[config.mk]
export PLATFORM = sky130hd
export DESIGN_NAME = prk_ctrl
export DESIGN_NICKNAME = d
export VERILOG_FILES = /design/src/prk_pkg.sv /design/src/prk_sync.sv /design/src/prk_tick.sv /design/src/prk_ctrl.sv
export SDC_FILE = /design/constraint.sdc
export NUM_CORES = 1
export LEC_CHECK = 0
export BUFFER_PORTS_ARGS = -buffer_cell sky130_fd_sc_hd__buf_2
export CAP_MARGIN = 5
export CORE_MARGIN = 2
export CORE_UTILIZATION = 37
export DETAILED_ROUTE_END_ITERATION = 16
export GPL_TIMING_DRIVEN = 0
export MAX_ROUTING_LAYER = met4
export PLACE_DENSITY = 0.56
export SYNTH_ARGS = -nofsm -noshare
export SYNTH_HDL_FRONTEND = slang
export SYNTH_SLANG_ARGS = --single-unit
[constraint.sdc]
create_clock -name sys_clk -period 3.1 [get_ports sys_clk]
set_input_delay 0.465 -clock sys_clk [delete_from_list [all_inputs] [get_ports sys_clk]]
set_output_delay 0.465 -clock sys_clk [all_outputs]
set_load 0.01 [all_outputs]
[src/prk_pkg.sv]
// Purpose: shared constants for the rail and power key control block
// Assumes: 10 MHz system clock, byte-wide register port
// Notes: times are in milliseconds, counted on a 1 ms tick
package prk_pkg;
    // register offsets
    localparam logic [7:0] PRK_KEY_STATUS_ADDR = 8'h00;
    localparam logic [7:0] PRK_BUTTON_TIMING_ADDR = 8'h02;
    localparam logic [7:0] PRK_FAULT_STATUS_ADDR = 8'h03;
    localparam logic [7:0] PRK_MISC_COMMAND_ADDR = 8'h04;
    localparam logic [7:0] PRK_RAIL_ENABLE_ADDR = 8'h05;
    localparam logic [7:0] PRK_DISCHARGE_ADDR = 8'h06;
    localparam logic [7:0] PRK_IDENTITY_ADDR = 8'h20;

    // field positions
    localparam int PRK_RESTART_BIT = 7;
    localparam int PRK_HOLD_OFF_EN_BIT = 6;
    localparam int PRK_DEBOUNCE_LSB = 4;
    localparam int PRK_LONG_HOLD_LSB = 2;
    localparam int PRK_HOLD_OFF_LSB = 0;
    localparam int PRK_FAULT_CLEAR_BIT = 3;
    localparam int PRK_HOLD_OFF_FLAG_BIT = 6;
    localparam int PRK_LONG_HOLD_FLAG_BIT = 4;
    localparam int PRK_KEY_PRESS_FLAG_BIT = 3;
    localparam int PRK_PART_CODE_LSB = 3;
    localparam int PRK_NUM_BUCKS = 6;

    // reset values
    localparam logic [7:0] PRK_BUTTON_TIMING_RST = 8'hC7;
    localparam logic [7:0] PRK_RAIL_ENABLE_RST = 8'hFF;
    localparam logic [7:0] PRK_DISCHARGE_RST = 8'h00;

    // timebase
    localparam int PRK_CLK_PERIOD_NS = 100;
    localparam int PRK_NS_PER_MS = 1000000;
    localparam int PRK_TICK_CYC = PRK_NS_PER_MS / PRK_CLK_PERIOD_NS;

    // button times in ms
    localparam int PRK_DEBOUNCE_MS_0 = 128;
    localparam int PRK_DEBOUNCE_MS_1 = 500;
    localparam int PRK_DEBOUNCE_MS_2 = 1000;
    localparam int PRK_DEBOUNCE_MS_3 = 1500;
    localparam int PRK_LONG_HOLD_MS_0 = 1000;
    localparam int PRK_LONG_HOLD_MS_1 = 2000;
    localparam int PRK_LONG_HOLD_MS_2 = 3000;
    localparam int PRK_LONG_HOLD_MS_3 = 4000;
    localparam int PRK_HOLD_OFF_MS_0 = 6000;
    localparam int PRK_HOLD_OFF_MS_1 = 7000;
    localparam int PRK_HOLD_OFF_MS_2 = 8000;
    localparam int PRK_HOLD_OFF_MS_3 = 10000;
    localparam int PRK_RESTART_MS = 1000;
    localparam int PRK_POWER_DOWN_MS = 64;
    localparam int PRK_MS_W = 14;

    typedef enum logic [3:0] {
        PRK_ST_OFF = 4'b0001,
        PRK_ST_ON = 4'b0010,
        PRK_ST_DOWN = 4'b0100,
        PRK_ST_WAIT = 4'b1000
    } prk_state_t;
endpackage

[src/prk_sync.sv]
// Purpose: two-flop synchroniser for asynchronous inputs
// Assumes: inputs change slowly relative to sys_clk
// Notes: first stage feeds only the second
`timescale 1ns/1ps
module prk_sync #(
    parameter int WIDTH = 1,
    parameter logic [WIDTH-1:0] RST_VAL = '0
) (
    input wire logic sys_clk,
    input wire logic rstn,
    input wire logic [WIDTH-1:0] async_in,
    output logic [WIDTH-1:0] sync_out
);
    logic [WIDTH-1:0] meta_r;

    always_ff @(posedge sys_clk or negedge rstn) begin
        if (!rstn) begin
            meta_r <= RST_VAL;
            sync_out <= RST_VAL;
        end else begin
            meta_r <= async_in;
            sync_out <= meta_r;
        end
    end
endmodule

[src/prk_tick.sv]
// Purpose: fixed-rate tick generator for the millisecond timebase
// Assumes: CYCLES of at least 1
// Notes: tick is a one-cycle pulse every CYCLES clocks
`timescale 1ns/1ps
module prk_tick #(
    parameter int CYCLES = 10000
) (
    input wire logic sys_clk,
    input wire logic rstn,
    output logic tick
);
    localparam int CW = (CYCLES > 1) ? $clog2(CYCLES) : 1;
    localparam logic [CW-1:0] LAST = CW'(CYCLES - 1);

    logic [CW-1:0] cnt_r;

    always_ff @(posedge sys_clk or negedge rstn) begin
        if (!rstn) begin
            cnt_r <= '0;
            tick <= 1'b0;
        end else begin
            tick <= (cnt_r == LAST);
            cnt_r <= (cnt_r == LAST) ? '0 : cnt_r + 1'b1;
        end
    end
endmodule

[src/prk_ctrl.sv]
// Purpose: rail enable, discharge, fault flags and power button timing
// Assumes: byte register port from the serial front end, button pin active low
// Notes: all hold times are counted on a 1 ms internal tick
`timescale 1ns/1ps
module prk_ctrl
    import prk_pkg::*;
#(
    parameter int TICK_CYCLES = PRK_TICK_CYC,
    parameter logic [4:0] PART_CODE = 5'h0A, // arbitrary value
    parameter logic [2:0] REVISION = 3'h1 // arbitrary value
) (
    input wire logic sys_clk,
    input wire logic rstn,
    input wire logic [7:0] reg_addr,
    input wire logic [7:0] reg_wdata,
    input wire logic reg_wr,
    input wire logic reg_rd,
    output logic [7:0] reg_rdata,
    input wire logic power_button_n,
    input wire logic [7:0] rail_uvp,
    output logic [7:0] rail_run,
    output logic [7:0] rail_discharge,
    output logic power_up
);
    localparam logic [PRK_MS_W-1:0] MS_MAX = '1;

    logic tick;
    logic button_n_s;
    logic button_n_d_r;
    logic [7:0] uvp_s;
    logic pressed;
    logic press_edge;
    logic [PRK_MS_W-1:0] hold_ms_r;
    logic [PRK_MS_W-1:0] phase_ms_r;
    logic [PRK_MS_W-1:0] debounce_ms;
    logic [PRK_MS_W-1:0] long_hold_ms;
    logic [PRK_MS_W-1:0] hold_off_ms;
    logic debounce_hit;
    logic long_hold_hit;
    logic hold_off_hit;
    logic [7:0] timing_r;
    logic [7:0] enable_r;
    logic [7:0] discharge_en_r;
    logic [7:0] fault_r;
    logic key_press_flag_r;
    logic long_hold_flag_r;
    logic hold_off_flag_r;
    logic restart_pending_r;
    prk_state_t state_r;
    prk_state_t state_nxt;
    logic wr_timing;
    logic wr_enable;
    logic wr_discharge;
    logic wr_misc;
    logic rd_key_status;
    logic fault_clear;
    logic [7:0] rd_mux;

    prk_tick #(
        .CYCLES(TICK_CYCLES)
    ) u_tick (
        .sys_clk(sys_clk),
        .rstn(rstn),
        .tick(tick)
    );

    prk_sync #(
        .WIDTH(1),
        .RST_VAL(1'b1)
    ) u_button_sync (
        .sys_clk(sys_clk),
        .rstn(rstn),
        .async_in(power_button_n),
        .sync_out(button_n_s)
    );

    prk_sync #(
        .WIDTH(8),
        .RST_VAL(8'h00)
    ) u_uvp_sync (
        .sys_clk(sys_clk),
        .rstn(rstn),
        .async_in(rail_uvp),
        .sync_out(uvp_s)
    );

    // register port decode
    assign wr_timing = reg_wr && (reg_addr == PRK_BUTTON_TIMING_ADDR);
    assign wr_enable = reg_wr && (reg_addr == PRK_RAIL_ENABLE_ADDR);
    assign wr_discharge = reg_wr && (reg_addr == PRK_DISCHARGE_ADDR);
    assign wr_misc = reg_wr && (reg_addr == PRK_MISC_COMMAND_ADDR);
    assign rd_key_status = reg_rd && (reg_addr == PRK_KEY_STATUS_ADDR);
    assign fault_clear = wr_misc && reg_wdata[PRK_FAULT_CLEAR_BIT];

    // button edge and hold measurement
    always_ff @(posedge sys_clk or negedge rstn) begin
        if (!rstn) begin
            button_n_d_r <= 1'b1;
        end else begin
            button_n_d_r <= button_n_s;
        end
    end

    assign pressed = !button_n_s;
    assign press_edge = button_n_d_r && !button_n_s;

    always_ff @(posedge sys_clk or negedge rstn) begin
        if (!rstn) begin
            hold_ms_r <= '0;
        end else if (!pressed) begin
            hold_ms_r <= '0;
        end else if (tick && hold_ms_r != MS_MAX) begin
            hold_ms_r <= hold_ms_r + 1'b1;
        end
    end

    // threshold selection
    always_comb begin
        case (timing_r[PRK_DEBOUNCE_LSB +: 2])
            2'h0: debounce_ms = PRK_MS_W'(PRK_DEBOUNCE_MS_0);
            2'h1: debounce_ms = PRK_MS_W'(PRK_DEBOUNCE_MS_1);
            2'h2: debounce_ms = PRK_MS_W'(PRK_DEBOUNCE_MS_2);
            default: debounce_ms = PRK_MS_W'(PRK_DEBOUNCE_MS_3);
        endcase
        case (timing_r[PRK_LONG_HOLD_LSB +: 2])
            2'h0: long_hold_ms = PRK_MS_W'(PRK_LONG_HOLD_MS_0);
            2'h1: long_hold_ms = PRK_MS_W'(PRK_LONG_HOLD_MS_1);
            2'h2: long_hold_ms = PRK_MS_W'(PRK_LONG_HOLD_MS_2);
            default: long_hold_ms = PRK_MS_W'(PRK_LONG_HOLD_MS_3);
        endcase
        case (timing_r[PRK_HOLD_OFF_LSB +: 2])
            2'h0: hold_off_ms = PRK_MS_W'(PRK_HOLD_OFF_MS_0);
            2'h1: hold_off_ms = PRK_MS_W'(PRK_HOLD_OFF_MS_1);
            2'h2: hold_off_ms = PRK_MS_W'(PRK_HOLD_OFF_MS_2);
            default: hold_off_ms = PRK_MS_W'(PRK_HOLD_OFF_MS_3);
        endcase
    end

    // one pulse as the held time passes each limit
    assign debounce_hit = pressed && tick && (hold_ms_r == debounce_ms);
    assign long_hold_hit = pressed && tick && (hold_ms_r == long_hold_ms);
    assign hold_off_hit = pressed && tick && (hold_ms_r == hold_off_ms)
        && timing_r[PRK_HOLD_OFF_EN_BIT];

    // writable control registers
    always_ff @(posedge sys_clk or negedge rstn) begin
        if (!rstn) begin
            timing_r <= PRK_BUTTON_TIMING_RST;
        end else if (wr_timing) begin
            timing_r <= reg_wdata;
        end
    end

    always_ff @(posedge sys_clk or negedge rstn) begin
        if (!rstn) begin
            enable_r <= PRK_RAIL_ENABLE_RST;
        end else if (wr_enable) begin
            enable_r <= reg_wdata;
        end
    end

    always_ff @(posedge sys_clk or negedge rstn) begin
        if (!rstn) begin
            discharge_en_r <= PRK_DISCHARGE_RST;
        end else if (wr_discharge) begin
            discharge_en_r <= reg_wdata;
        end
    end

    // sticky fault flags, a new fault wins over the clear
    genvar gi;
    generate
        for (gi = 0; gi < 8; gi++) begin : g_fault
            always_ff @(posedge sys_clk or negedge rstn) begin
                if (!rstn) begin
                    fault_r[gi] <= 1'b0;
                end else if (uvp_s[gi]) begin
                    fault_r[gi] <= 1'b1;
                end else if (fault_clear) begin
                    fault_r[gi] <= 1'b0;
                end
            end
        end
    endgenerate

    // button flags, set wins over read or new press
    always_ff @(posedge sys_clk or negedge rstn) begin
        if (!rstn) begin
            key_press_flag_r <= 1'b0;
        end else if (debounce_hit) begin
            key_press_flag_r <= 1'b1;
        end else if (rd_key_status || press_edge) begin
            key_press_flag_r <= 1'b0;
        end
    end

    always_ff @(posedge sys_clk or negedge rstn) begin
        if (!rstn) begin
            long_hold_flag_r <= 1'b0;
        end else if (long_hold_hit) begin
            long_hold_flag_r <= 1'b1;
        end else if (rd_key_status || press_edge) begin
            long_hold_flag_r <= 1'b0;
        end
    end

    always_ff @(posedge sys_clk or negedge rstn) begin
        if (!rstn) begin
            hold_off_flag_r <= 1'b0;
        end else if (hold_off_hit && state_r == PRK_ST_ON) begin
            hold_off_flag_r <= 1'b1;
        end else if (rd_key_status || press_edge) begin
            hold_off_flag_r <= 1'b0;
        end
    end

    // power state
    always_comb begin
        state_nxt = state_r;
        case (state_r)
            PRK_ST_OFF: begin
                if (debounce_hit) begin
                    state_nxt = PRK_ST_ON;
                end
            end
            PRK_ST_ON: begin
                if (hold_off_hit) begin
                    state_nxt = PRK_ST_DOWN;
                end
            end
            PRK_ST_DOWN: begin
                if (tick && phase_ms_r == PRK_MS_W'(PRK_POWER_DOWN_MS - 1)) begin
                    state_nxt = restart_pending_r ? PRK_ST_WAIT : PRK_ST_OFF;
                end
            end
            PRK_ST_WAIT: begin
                if (tick && phase_ms_r == PRK_MS_W'(PRK_RESTART_MS - 1)) begin
                    state_nxt = PRK_ST_ON;
                end
            end
            default: state_nxt = PRK_ST_OFF;
        endcase
    end

    always_ff @(posedge sys_clk or negedge rstn) begin
        if (!rstn) begin
            state_r <= PRK_ST_OFF;
        end else begin
            state_r <= state_nxt;
        end
    end

    // time spent in the power-down and restart phases
    always_ff @(posedge sys_clk or negedge rstn) begin
        if (!rstn) begin
            phase_ms_r <= '0;
        end else if (state_nxt != state_r) begin
            phase_ms_r <= '0;
        end else if (tick) begin
            phase_ms_r <= phase_ms_r + 1'b1;
        end
    end

    // restart choice latched when the hold-off shutdown begins
    always_ff @(posedge sys_clk or negedge rstn) begin
        if (!rstn) begin
            restart_pending_r <= 1'b0;
        end else if (state_r == PRK_ST_ON && hold_off_hit) begin
            restart_pending_r <= timing_r[PRK_RESTART_BIT];
        end
    end

    // rail drive
    always_ff @(posedge sys_clk or negedge rstn) begin
        if (!rstn) begin
            rail_run <= 8'h00;
            rail_discharge <= 8'h00;
            power_up <= 1'b0;
        end else begin
            power_up <= (state_r == PRK_ST_ON);
            rail_run <= (state_r == PRK_ST_ON) ? enable_r : 8'h00;
            if (state_r == PRK_ST_ON) begin
                rail_discharge <= 8'h00;
            end else if (state_r == PRK_ST_DOWN) begin
                rail_discharge <= discharge_en_r
                    | {{(8 - PRK_NUM_BUCKS){1'b0}}, {PRK_NUM_BUCKS{1'b1}}};
            end else begin
                rail_discharge <= discharge_en_r;
            end
        end
    end

    // read data
    always_comb begin
        case (reg_addr)
            PRK_KEY_STATUS_ADDR: begin
                rd_mux = 8'h00;
                rd_mux[PRK_HOLD_OFF_FLAG_BIT] = hold_off_flag_r;
                rd_mux[PRK_LONG_HOLD_FLAG_BIT] = long_hold_flag_r;
                rd_mux[PRK_KEY_PRESS_FLAG_BIT] = key_press_flag_r;
            end
            PRK_BUTTON_TIMING_ADDR: rd_mux = timing_r;
            PRK_FAULT_STATUS_ADDR: rd_mux = fault_r;
            PRK_RAIL_ENABLE_ADDR: rd_mux = enable_r;
            PRK_DISCHARGE_ADDR: rd_mux = discharge_en_r;
            PRK_IDENTITY_ADDR: rd_mux = {PART_CODE, REVISION};
            default: rd_mux = 8'h00;
        endcase
    end

    always_ff @(posedge sys_clk or negedge rstn) begin
        if (!rstn) begin
            reg_rdata <= 8'h00;
        end else if (reg_rd) begin
            reg_rdata <= rd_mux;
        end
    end
endmodule

; ---- After elaboration in Yosys (flattened, before gate mapping)
; Cells that the tools add are included.
[totals]
ff_bits = 127
latch_bits = 0
ram_bits = 0
mem_bits_ro = 0
in_bits = 29
out_inout_bits = 25
mem_count = 0
[classes]
n_addsub = 3
mul = 0
div_mod_pow = 0
magnitude_cmp = 0
eq_ne = 24
shift = 0
n_mux = 31
bitwise_logic = 0
n_reduce_logical = 35
[ops]
columns = cell, count
row1 = $mux 14, 5
row2 = $pmux 8 s6, 1
row3 = $add 14x1->14 const B, 3
row4 = $eq 14x14->1, 3
row5 = $pmux 14 s3, 1
row6 = $pmux 12 s3, 1
row7 = $pmux 11 s3, 1
row8 = $reduce_bool 2->1, 13
row9 = $eq 8x3->1 const B, 3
row10 = $mux 4, 5
row11 = $eq 8x2->1 const B, 2
row12 = $logic_and 1x1->1, 16
row13 = $mux 8, 2
row14 = $pmux 4 s4, 1
row15 = $eq 14x10->1 const B, 1
row16 = $eq 14x14->1 const B, 1
row17 = $eq 14x6->1 const B, 1
row18 = $ne 14x14->1 const B, 1
row19 = $mux 1, 13
row20 = $eq 8x6->1 const B, 1
row21 = $logic_not 8->1, 1
row22 = $eq 2x1->1 const B, 3
row23 = $eq 2x2->1 const B, 3
row24 = $logic_not 2->1, 3
row25 = other kinds (8), 8

; ---- Depth between registers and ports, before layout
; Gate-level depths: netlist of run 1.
[logic_depth]
ltp_word = 9
mapped_depth = 8
depth_no_buf = 7

; ---- Modules after synthesis
; From an unflattened synthesis of run 1, not the netlist that was laid out.
[hier_totals]
cells_unflattened = 536
area_unflattened_um2 = 6058.3
[by_module_without_submodules]
columns = module, n_inst, cells_each, area_per_inst_um2, seq_area_each_um2
row1 = prk_ctrl, 1, 455, 4912.2, 2371.0
row2 = prk_tick, 1, 63, 693.2, 375.4
row3 = prk_sync (u_uvp_sync), 1, 16, 400.4, 400.4
row4 = prk_sync (u_button_sync), 1, 2, 52.6, 52.6

; ---- Worst setup path before layout of run 1
; No wires, ideal clock.
[synth_path]
path_type = reg-to-reg
from = register timing_r[0]
to = register phase_ms_r[10]
setup_time_ns = 0.137
arrival_ns = 2.162
path_slack_ns = 0.800
path_stages_with_launch = 9
period_less_slack_ns = 2.300
cell_sequence = dfstp_2 > inv_1 > ha_1 > xor2_1 > nor4_1 > nand4b_1 > o21bai_1 > clkbuf_1 > a211oi_1
[synth_between]
elab_chain_cells = 9
word_cells_on_any_way = 12
classes_between = 4 x eq/ne / 4 x mux / 4 x reduce/logical
[synth_rtl]
columns = item, line
row1 = "start, declared", prk_ctrl.sv:41  ; logic [7:0] timing_r;
row2 = "start signal, assigned", prk_ctrl.sv:150  ; timing_r <= reg_wdata;
row3 = "$eq 2x2->1, or another cell as far along", prk_ctrl.sv:131  ; case (timing_r[PRK_HOLD_OFF_LSB +: 2])
row4 = $pmux 14 s3 (*), prk_ctrl.sv:131
row5 = $eq 14x14->1 (*), prk_ctrl.sv:142  ; assign hold_off_hit = pressed && tick && (hold_ms_r == hold_off_ms)
row6 = $logic_and 1x1->1 (*), prk_ctrl.sv:142
row7 = $logic_and 1x1->1 (*), prk_ctrl.sv:143  ; && timing_r[PRK_HOLD_OFF_EN_BIT];
row8 = $mux 4 (*), prk_ctrl.sv:227  ; if (hold_off_hit) begin
row9 = $pmux 4 s4 (*), prk_ctrl.sv:220  ; case (state_r)
row10 = $ne 4x4->1 (*), prk_ctrl.sv:257  ; end else if (state_nxt != state_r) begin
row11 = $mux 14 / $reduce_bool 2->1 (equally long branches), n/a
row12 = "end signal, assigned", prk_ctrl.sv:260  ; phase_ms_r <= phase_ms_r + 1'b1;
row13 = "end, declared", prk_ctrl.sv:34  ; logic [PRK_MS_W-1:0] phase_ms_r;
; Mark *: on every way between the ends. The rest lies on a longest branch, timed or not.
; A chain may end at the register's enable or synchronous reset.

; ---- Final worst setup path of run 1
[layout_path]
from = register timing_r[0]
to = register phase_ms_r[4]
; Same word-level chain as after synthesis.

==> results.cfg, run 1 <==
[outcome]
status = finished with violations
violations = negative hold slack

[pwr]
finalPower_mw = 3.862
worst_ir_drop_vdd_uv = 417.6
p_per_area_mw_per_mm2 = 543.0
p_leak_nw = 3.106

[worst_setup_path]
r2r_cells = 8
cp_num_buf_inv = 2
crit_path_top_delay_cell = dfstp_2
regToRegEndpoint = phase_ms_r[4]$_DFFE_PN0P_
required_ns = 3.37
crit_fanout = 10
crit_arrival_ns = 3.05
max_stage_delay_ns = 0.58
cp-end-kind = flip-flop
crit_family = flip-flops
r2r_start = timing_r[0]$_DFFE_PN1P_
crit_chain = inv_1 > ha_1 > xor2_1 > nor4_1 > nand4b_1 > o21bai_1 > clkbuf_1 > a211oi_1
worstSetupPathType = flip-flop to flip-flop
path_depth = 8
startpoint_type = flip-flop
rrSetupSlack_ns = 0.32

[timing]
tightest_slew_ns = 0.9330
hold_viol = 3
max_slew_margin_pct = 37.23
drv_slew = 0
finalSetupViolations = 0
max_freq_mhz = 359.6
finClkSkew_ns = 0.009848
period_minus_slack_ns = 2.781
rsz0062_at_grt = false
timing.final.crit_share_pct = 89.70
hold-worst-slack_ns = -0.008582
tns_ns = 0
worst_slack_ns = 0.3194

[finish]
antenna_cells = 0
mostFrequentLayoutCells = 110 x dfrtp_1, 58 x buf_2, 58 x nor2_1
finalNonFillerCells = 844
drive_gt1_share_pct = 23.89
syn_to_final_growth_pct = 19.33
final_common_cell = dfrtp_1
nNetsFinal = 659

[grt]
antenna_found_initial = 0
grt_pass1_wl_mm = 21.30
grt_max_degree = 74
grt.overflow.total = 0
grt_usage_pct = 16.51
grt_pass1_vias = 4246

[yosys]
synth_area_sq_mm = 0.005961
yosysTopAreaCellShare_pct = 46.18
ys_types = 63
async_flop_share_pct = 100.0
synth_edf_count = 0
syn_nets = 587
yosys-top-cells-area = dfrtp_1 46%, dfstp_2 7.5%, mux2_2 5.1%
synth-seq-area-share_pct = 53.67
synth_warnings = 0
synth_ff_type = dfrtp_1
yosysTopAreaCell = dfrtp_1
syn_inst = 543
ys_ff_latch = 127
syn_avg_cell_area_sq_um = 10.98

[route]
drt-wirelength-per-cell_um = 15.30
drc = 0
postRouteAntennaNets = 0
dr.first_iter.drc_count = 215
route.top_layer_used = met4
wl_met2_mm = 5.912
totalWireLength_mm = 12.92
drt-met1-wl_mm = 6.369
avgViaCountPerCell = 5.031
vias = 4246
dr.pass1.iters = 4
dr_wl_met3_um = 519

[floorplanning]
core_sq_mm = 0.01583
rows = 46
dieArea_sq_mm = 0.01714
die_height_um = 130.9
pin_count = 54
start_util_pct = 37.66
die_x_um = 130.9

[cts]
cts_tree = yes
path_clk_slew_ns = 0.06
h-tree-depth = 4
cts_setup_buffers = 0
cts_root_buf = clkbuf_16
cts_sinks = 127
holdBufCountCts = 0
clock_latency_ns = 0.42
post_cts_resized = 0
cts_buffer_depth = 2
numCtsBuffers = 17

[job]
max_cap_viol_count = 0

[worst_hold_path]
hp-class = input pin to async pin

[placement]
dp_slack_ns = 0.3257
place_congestion = 0.8642
dp_hpwl_mm = 9.115
placed_cells = 812
port_buffers = 52
[layout make-up]
| class | count | area [sq um] |
|---|---|---|
| multi-input combinational | 370 | 2572 |
| fill | 1485 | 8715 |
| buffer | 23 | 102.6 |
| clock inverter | 14 | 158.9 |
| sequential | 127 | 3199 |
| tap | 216 | 270.3 |
| inverter | 23 | 86.33 |
| clock buffer | 18 | 429.2 |
| timing repair buffer | 53 | 294.0 |
[sequential cells by signal, indices dropped and copies added (netlist names)]
name and count:
key_press_flag_r 1, reg_rdata 8, button_n_d_r 1, phase_ms_r 14
discharge_en_r 8, timing_r 8, state_r 4, rail_run 8
u_uvp_sync.sync_out 8, power_up 1, u_uvp_sync.meta_r 8, restart_pending_r 1
u_button_sync.sync_out 1, rail_discharge 8, hold_ms_r 14, enable_r 8
fault_r 8, u_button_sync.meta_r 1, hold_off_flag_r 1, u_tick.cnt_r 14
u_tick.tick 1, long_hold_flag_r 1
[synth_stat cells, types with 11 or more instances]
cell and count:
dfrtp_1 110, dfstp_2 17, and2_1 11, mux2_2 27
o21ai_0 13, nand4_1 11, xnor2_1 28, xor2_1 17
clkbuf_1 15, nor2_1 58, inv_1 23, ha_1 15
nand2_1 30, nand3_1 16, a211oi_1 17, nor3_1 14
[worst max path at each step]
| stage | to | slack, ns | from |
|---|---|---|---|
| 3_5_place_dp | phase_ms_r[4]$_DFFE_PN0P_ | 0.33 | timing_r[0]$_DFFE_PN1P_ |
| 2_1_floorplan | phase_ms_r[10]$_DFFE_PN0P_ | 0.80 | timing_r[0]$_DFFE_PN1P_ |
| 5_1_grt | phase_ms_r[5]$_DFFE_PN0P_ | 0.13 | timing_r[0]$_DFFE_PN1P_ |
| 4_1_cts | phase_ms_r[4]$_DFFE_PN0P_ | 0.30 | timing_r[0]$_DFFE_PN1P_ |
| 6_report | phase_ms_r[4]$_DFFE_PN0P_ | 0.32 | timing_r[0]$_DFFE_PN1P_ |
| 3_3_place_gp | u_uvp_sync.meta_r[1]$_DFF_PN0_ | 0.009 | rstn |
[stage by stage]
step                utilization [%]  instance area [sq um]
global placement              41.01                   6491
global route                  44.94                   7113
detailed placement            41.23                   6525
CTS                           44.94                   7113
finish                        44.94                   7113
floorplan                         -                   5961
[kinds of logic after synthesis]
logic type	after synthesis	share of synthesized area (%)
AOI/OAI and AO/OA	81	9.782
xor gates and xnor gates	45	6.612
adders and majority gates	15	3.149
buffers and inverters	46	3.169
DFF	127	53.67
muxes	32	5.940
and+or+nand+nor	197	17.67
[routing by layer]
metal	GRT usage [%]	vias to the layer above
li1	-	2066
met1	22.93	2105
met2	24.08	67
met3	3.950	8
met4	4.881	0
met5	-	-
[report_power, final]
| part | internal, mW | switching (mW) | total [mW] | leakage (nW) |
|---|---|---|---|---|
| sequential | 1.70 | 0.0260 | 1.73 | 1.61 |
| clock | 1.20 | 0.775 | 1.97 | 0.287 |
| combinational | 0.0649 | 0.0968 | 0.162 | 1.20 |
Power figures use the tool's default switching activity.
==> run 2: changes to the inputs <==
--- a/config.mk
+++ b/config.mk
@@ -5,7 +5,7 @@
 export SDC_FILE = /design/constraint.sdc
 export NUM_CORES = 1
 export LEC_CHECK = 0
-export BUFFER_PORTS_ARGS = -buffer_cell sky130_fd_sc_hd__buf_2
+export BUFFER_PORTS_ARGS = -buffer_cell sky130_fd_sc_hd__buf_4
 export CAP_MARGIN = 5
 export CORE_MARGIN = 2
 export CORE_UTILIZATION = 37
==> results.cfg, run 2 (synthesis results as in run 1) <==
[outcome]
status = finished, final reports clean

[route]
drc = 0
dr.pass1.iters = 5
totalWireLength_mm = 12.76
vias = 4238
postRouteAntennaNets = 0
avgViaCountPerCell = 5.021
drt-wirelength-per-cell_um = 15.12
dr.first_iter.drc_count = 196

[floorplanning]
die_x_um = 130.9
start_util_pct = 37.66
core_sq_mm = 0.01583
die_height_um = 130.9
dieArea_sq_mm = 0.01714
pin_count = 54
rows = 46

[grt]
grt_usage_pct = 16.33
grt_pass1_vias = 4083
grt_max_degree = 73
grt.overflow.total = 0
grt_pass1_wl_mm = 20.77
antenna_found_initial = 0

[cts]
cts_sinks = 127
clock_latency_ns = 0.41
path_clk_slew_ns = 0.06
numCtsBuffers = 17
cts_setup_buffers = 0
cts_root_buf = clkbuf_16
h-tree-depth = 4
cts_tree = yes
holdBufCountCts = 0
post_cts_resized = 0
cts_buffer_depth = 2

[finish]
nNetsFinal = 659
drive_gt1_share_pct = 23.89
mostFrequentLayoutCells = 110 x dfrtp_1, 58 x nor2_1, 51 x buf_4
finish.instance_area_sq_mm = 0.007263
syn_to_final_growth_pct = 21.85
fillCellCount = 1454
largestRegisters = hold_ms_r x14, phase_ms_r x14, u_tick.cnt_r x14
antenna_cells = 0
final_common_cell = dfrtp_1

[job]
max_cap_viol_count = 0

[timing]
finalSetupViolations = 0
tightest_slew_ns = 0.9468
worst_slack_ns = 0.3203
max_freq_mhz = 359.8
max_slew_margin_pct = 36.30
hold_viol = 0
hold-worst-slack_ns = 0.001292
period_minus_slack_ns = 2.780
timing.final.crit_share_pct = 89.67
finClkSkew_ns = 0.007492
drv_slew = 0
rsz0062_at_grt = false
tns_ns = 0

[placement]
dp_hpwl_mm = 9.198
port_buffers = 52
dp_slack_ns = 0.3284
place_congestion = 0.8782
place_area_sq_mm = 0.006653

[worst_hold_path]
hp-class = input pin to async pin

[pwr]
p_per_area_mw_per_mm2 = 544.6
finalPower_mw = 3.956
worst_ir_drop_vdd_uv = 381.1
p_leak_nw = 3.129

[worst_setup_path]
crit_fanout = 10
startpoint_type = flip-flop
required_ns = 3.38
cp-end-kind = flip-flop
crit_arrival_ns = 3.06
worstSetupPathType = flip-flop to flip-flop
r2r_cells = 8
## run 2: changes by cell type in the layout (fill, tap and decap cells not counted), moves of 2 or more
cell / change
buf_2: -51
buf_4: +51
clkinv_4: -3
clkinvlp_4: +2
## run 2: final cells by class
type | count | area (sq um) | share of cell area (%)
sequential | 127 | 3199 | 44.05
multi-input combinational | 370 | 2572 | 35.42
clock buffer | 18 | 429.2 | 5.909
timing repair buffer | 53 | 421.7 | 5.805
tap | 216 | 270.3 | 3.721
clock inverter | 14 | 181.4 | 2.498
buffer | 23 | 102.6 | 1.413
inverter | 23 | 86.33 | 1.189
## run 2: path summary, 6_finish.rpt
kind	endpoint	slack (ns)	startpoint
setup / recovery	phase_ms_r[12]$_DFFE_PN0P_	0.32	timing_r[0]$_DFFE_PN1P_
hold / removal	phase_ms_r[9]$_DFFE_PN0P_	0.001	rstn
setup reg to reg	phase_ms_r[12]$_DFFE_PN0P_	0.32	timing_r[0]$_DFFE_PN1P_
hold reg to reg	u_uvp_sync.sync_out[7]$_DFF_PN0_	0.35	u_uvp_sync.meta_r[7]$_DFF_PN0_
max in group asynchronous	u_button_sync.meta_r$_DFF_PN1_	2.33	rstn
min in group sys_clk	u_uvp_sync.meta_r[0]$_DFF_PN0_	0.15	rail_uvp[0]
## run 2: through the flow
stage,util (%),instances
5_1_grt,45.89,844
3_3_place_gp,41.83,811
6_report,45.89,844
3_5_place_dp,42.03,812
2_1_floorplan,-,543
4_1_cts,45.89,844
## run 2: worst max-delay path, stage by stage (launching register included)
cell	delay [ns]
dfstp_2	0.59
inv_1	0.08
ha_1	0.30
xor2_1	0.16
nor4_1	0.28
nand4b_1	0.26
o21bai_1	0.40
clkbuf_1	0.42
a211oi_1	0.15
## run 2: where the power goes
group,switching [mW],internal [mW]
combinational,0.0961,0.0775
sequential,0.0261,1.70
clock,0.775,1.28
total,0.897,3.06
## run 2: metal layers
| layer | wire length, um | global-route usage [%] | vias to the layer above |
|---|---|---|---|
| li1 | - | - | 2067 |
| met1 | 6407 | 22.56 | 2080 |
| met2 | 5713 | 23.53 | 78 |
| met3 | 454 | 3.827 | 13 |
| met4 | 184 | 5.820 | 0 |
| met5 | 0 | - | - |
==> run 3: changes to the inputs <==
--- a/config.mk
+++ b/config.mk
@@ -11,7 +11,6 @@
 export CORE_UTILIZATION = 37
 export DETAILED_ROUTE_END_ITERATION = 16
 export GPL_TIMING_DRIVEN = 0
-export MAX_ROUTING_LAYER = met4
 export PLACE_DENSITY = 0.56
 export SYNTH_ARGS = -nofsm -noshare
 export SYNTH_HDL_FRONTEND = slang
==> results.cfg, run 3 (synthesis results as in run 1) <==
[cts]
holdBufCountCts = 0
cts_tree = yes
numCtsBuffers = 17
path_clk_slew_ns = 0.06
cts_setup_buffers = 0
cts_sinks = 127
post_cts_resized = 0
cts_root_buf = clkbuf_16
clock_latency_ns = 0.41
cts_buffer_depth = 2
h-tree-depth = 4

[worst_setup_path]
worstSetupPathType = flip-flop to flip-flop
crit_path_end = phase_ms_r[12]$_DFFE_PN0P_
required_ns = 3.37
r2r_cells = 8
startpoint = timing_r[0]$_DFFE_PN1P_
crit_fanout = 10
regToRegEndpoint = phase_ms_r[12]$_DFFE_PN0P_
rrSetupSlack_ns = 0.34
max_stage_delay_ns = 0.59
crit_path_top_delay_cell = dfstp_2
r2r_start = timing_r[0]$_DFFE_PN1P_
crit_arrival_ns = 3.03
crit_chain = inv_1 > ha_1 > xor2_1 > nor4_1 > nand4b_1 > o21bai_1 > clkbuf_1 > a211oi_1
startpoint_type = flip-flop
cp-end-kind = flip-flop

[grt]
grt.overflow.total = 0
grtUsageMet3_pct = 3.990
met2_usage_pct = 24.05
grt_pass1_wl_mm = 21.27
grt_pass1_vias = 4176
grt_use_met1_pct = 22.75
grt_usage_pct = 16.07
grt.busiest_layer = met2
grt_max_degree = 74
antenna_found_initial = 0

[placement]
place_congestion = 0.8655
dp_hpwl_mm = 9.301
port_buffers = 52
dp_slack_ns = 0.3006

[timing]
timing.final.crit_share_pct = 89.15
finClkSkew_ns = 0.005329
tightest_slew_ns = 0.9467
period_minus_slack_ns = 2.764
rsz0062_at_grt = false
hold_viol = 0
max_freq_mhz = 361.8
max_slew_margin_pct = 36.31
drv_slew = 0
tns_ns = 0
finalSetupViolations = 0
worst_slack_ns = 0.3363

[finish]
final_common_cell = dfrtp_1
drive_gt1_share_pct = 23.89
syn_to_final_growth_pct = 21.26
antenna_cells = 0
largestRegisters = hold_ms_r x14, phase_ms_r x14, u_tick.cnt_r x14
fillCellCount = 1477
nNetsFinal = 659
seqCellArea_sq_mm = 0.003199
multi_input_area_sq_mm = 0.002572
mostFrequentLayoutCells = 110 x dfrtp_1, 58 x nor2_1, 51 x buf_4

[floorplanning]
pin_count = 54
die_x_um = 130.9
core_sq_mm = 0.01583
dieArea_sq_mm = 0.01714
start_util_pct = 37.66
die_height_um = 130.9
rows = 46

[route]
avgViaCountPerCell = 4.989
drt-wirelength-per-cell_um = 15.29
dr.first_iter.drc_count = 213
totalWireLength_mm = 12.90
dr.pass1.iters = 4
drc = 0
vias = 4211
postRouteAntennaNets = 0

[pwr]
finalPower_mw = 3.808
worst_ir_drop_vdd_uv = 441.1
p_per_area_mw_per_mm2 = 526.8
p_leak_nw = 3.102

[outcome]
status = finished, final reports clean

[job]
max_cap_viol_count = 0

[worst_hold_path]
hp-class = input pin to async pin
==> run 3: layout make-up <==
class	instances	area share, %
buffer	23	1.419
clock buffer	19	6.128
clock inverter	13	1.835
inverter	23	1.194
multi-input combinational	370	35.59
sequential	127	44.26
tap	216	3.739
timing repair buffer	53	5.833
==> run 3: worst min-delay path by stage <==
stage                     cells past startpoint                               end  slack (ns)
after floorplan                               0     discharge_en_r[0]$_DFFE_PN0P_        0.17
final                                         1        phase_ms_r[10]$_DFFE_PN0P_       0.005
after global routing                          1        phase_ms_r[10]$_DFFE_PN0P_        0.03
after detailed placement                      0  u_uvp_sync.sync_out[3]$_DFF_PN0_        0.33
after global placement                        0  u_uvp_sync.sync_out[1]$_DFF_PN0_        0.33
after CTS                                     1        phase_ms_r[10]$_DFFE_PN0P_       0.005
==> run 3: per-layer routing <==
metal	vias to the layer above	wire, um
met1	2056	6291
met2	88	5998
met4	0	61
met3	4	550
li1	2063	-
met5	-	0
==> run 3: worst max-delay path, delay by kind of cell, from the launching register on <==
kind,cells,cell delay [ns]
AOI/OAI and AO/OA,2,0.56
xor gates and xnor gates,1,0.16
adders and majority gates,1,0.30
buffers and inverters,2,0.47
DFF,1,0.59
and+or+nand+nor,2,0.54
==> run 3: through the flow <==
stage               hold slack, ns  utilization [%]  instances  instance area, sq um
global placement            0.3323            41.83        811                  6621
floorplan                   0.1694                -        543                  5961
detailed placement          0.3347            42.03        812                  6653
CTS                       0.004530            45.67        844                  7228
global route               0.02863            45.67        844                  7228
finish                    0.005386            45.67        844                  7228
==> run 3: power by group <==
part / switching (mW) / internal [mW] / total [mW]
registers: 0.0258 / 1.70 / 1.73
logic: 0.0964 / 0.0776 / 0.174
clock network: 0.766 / 1.14 / 1.91
total: 0.889 / 2.92 / 3.81
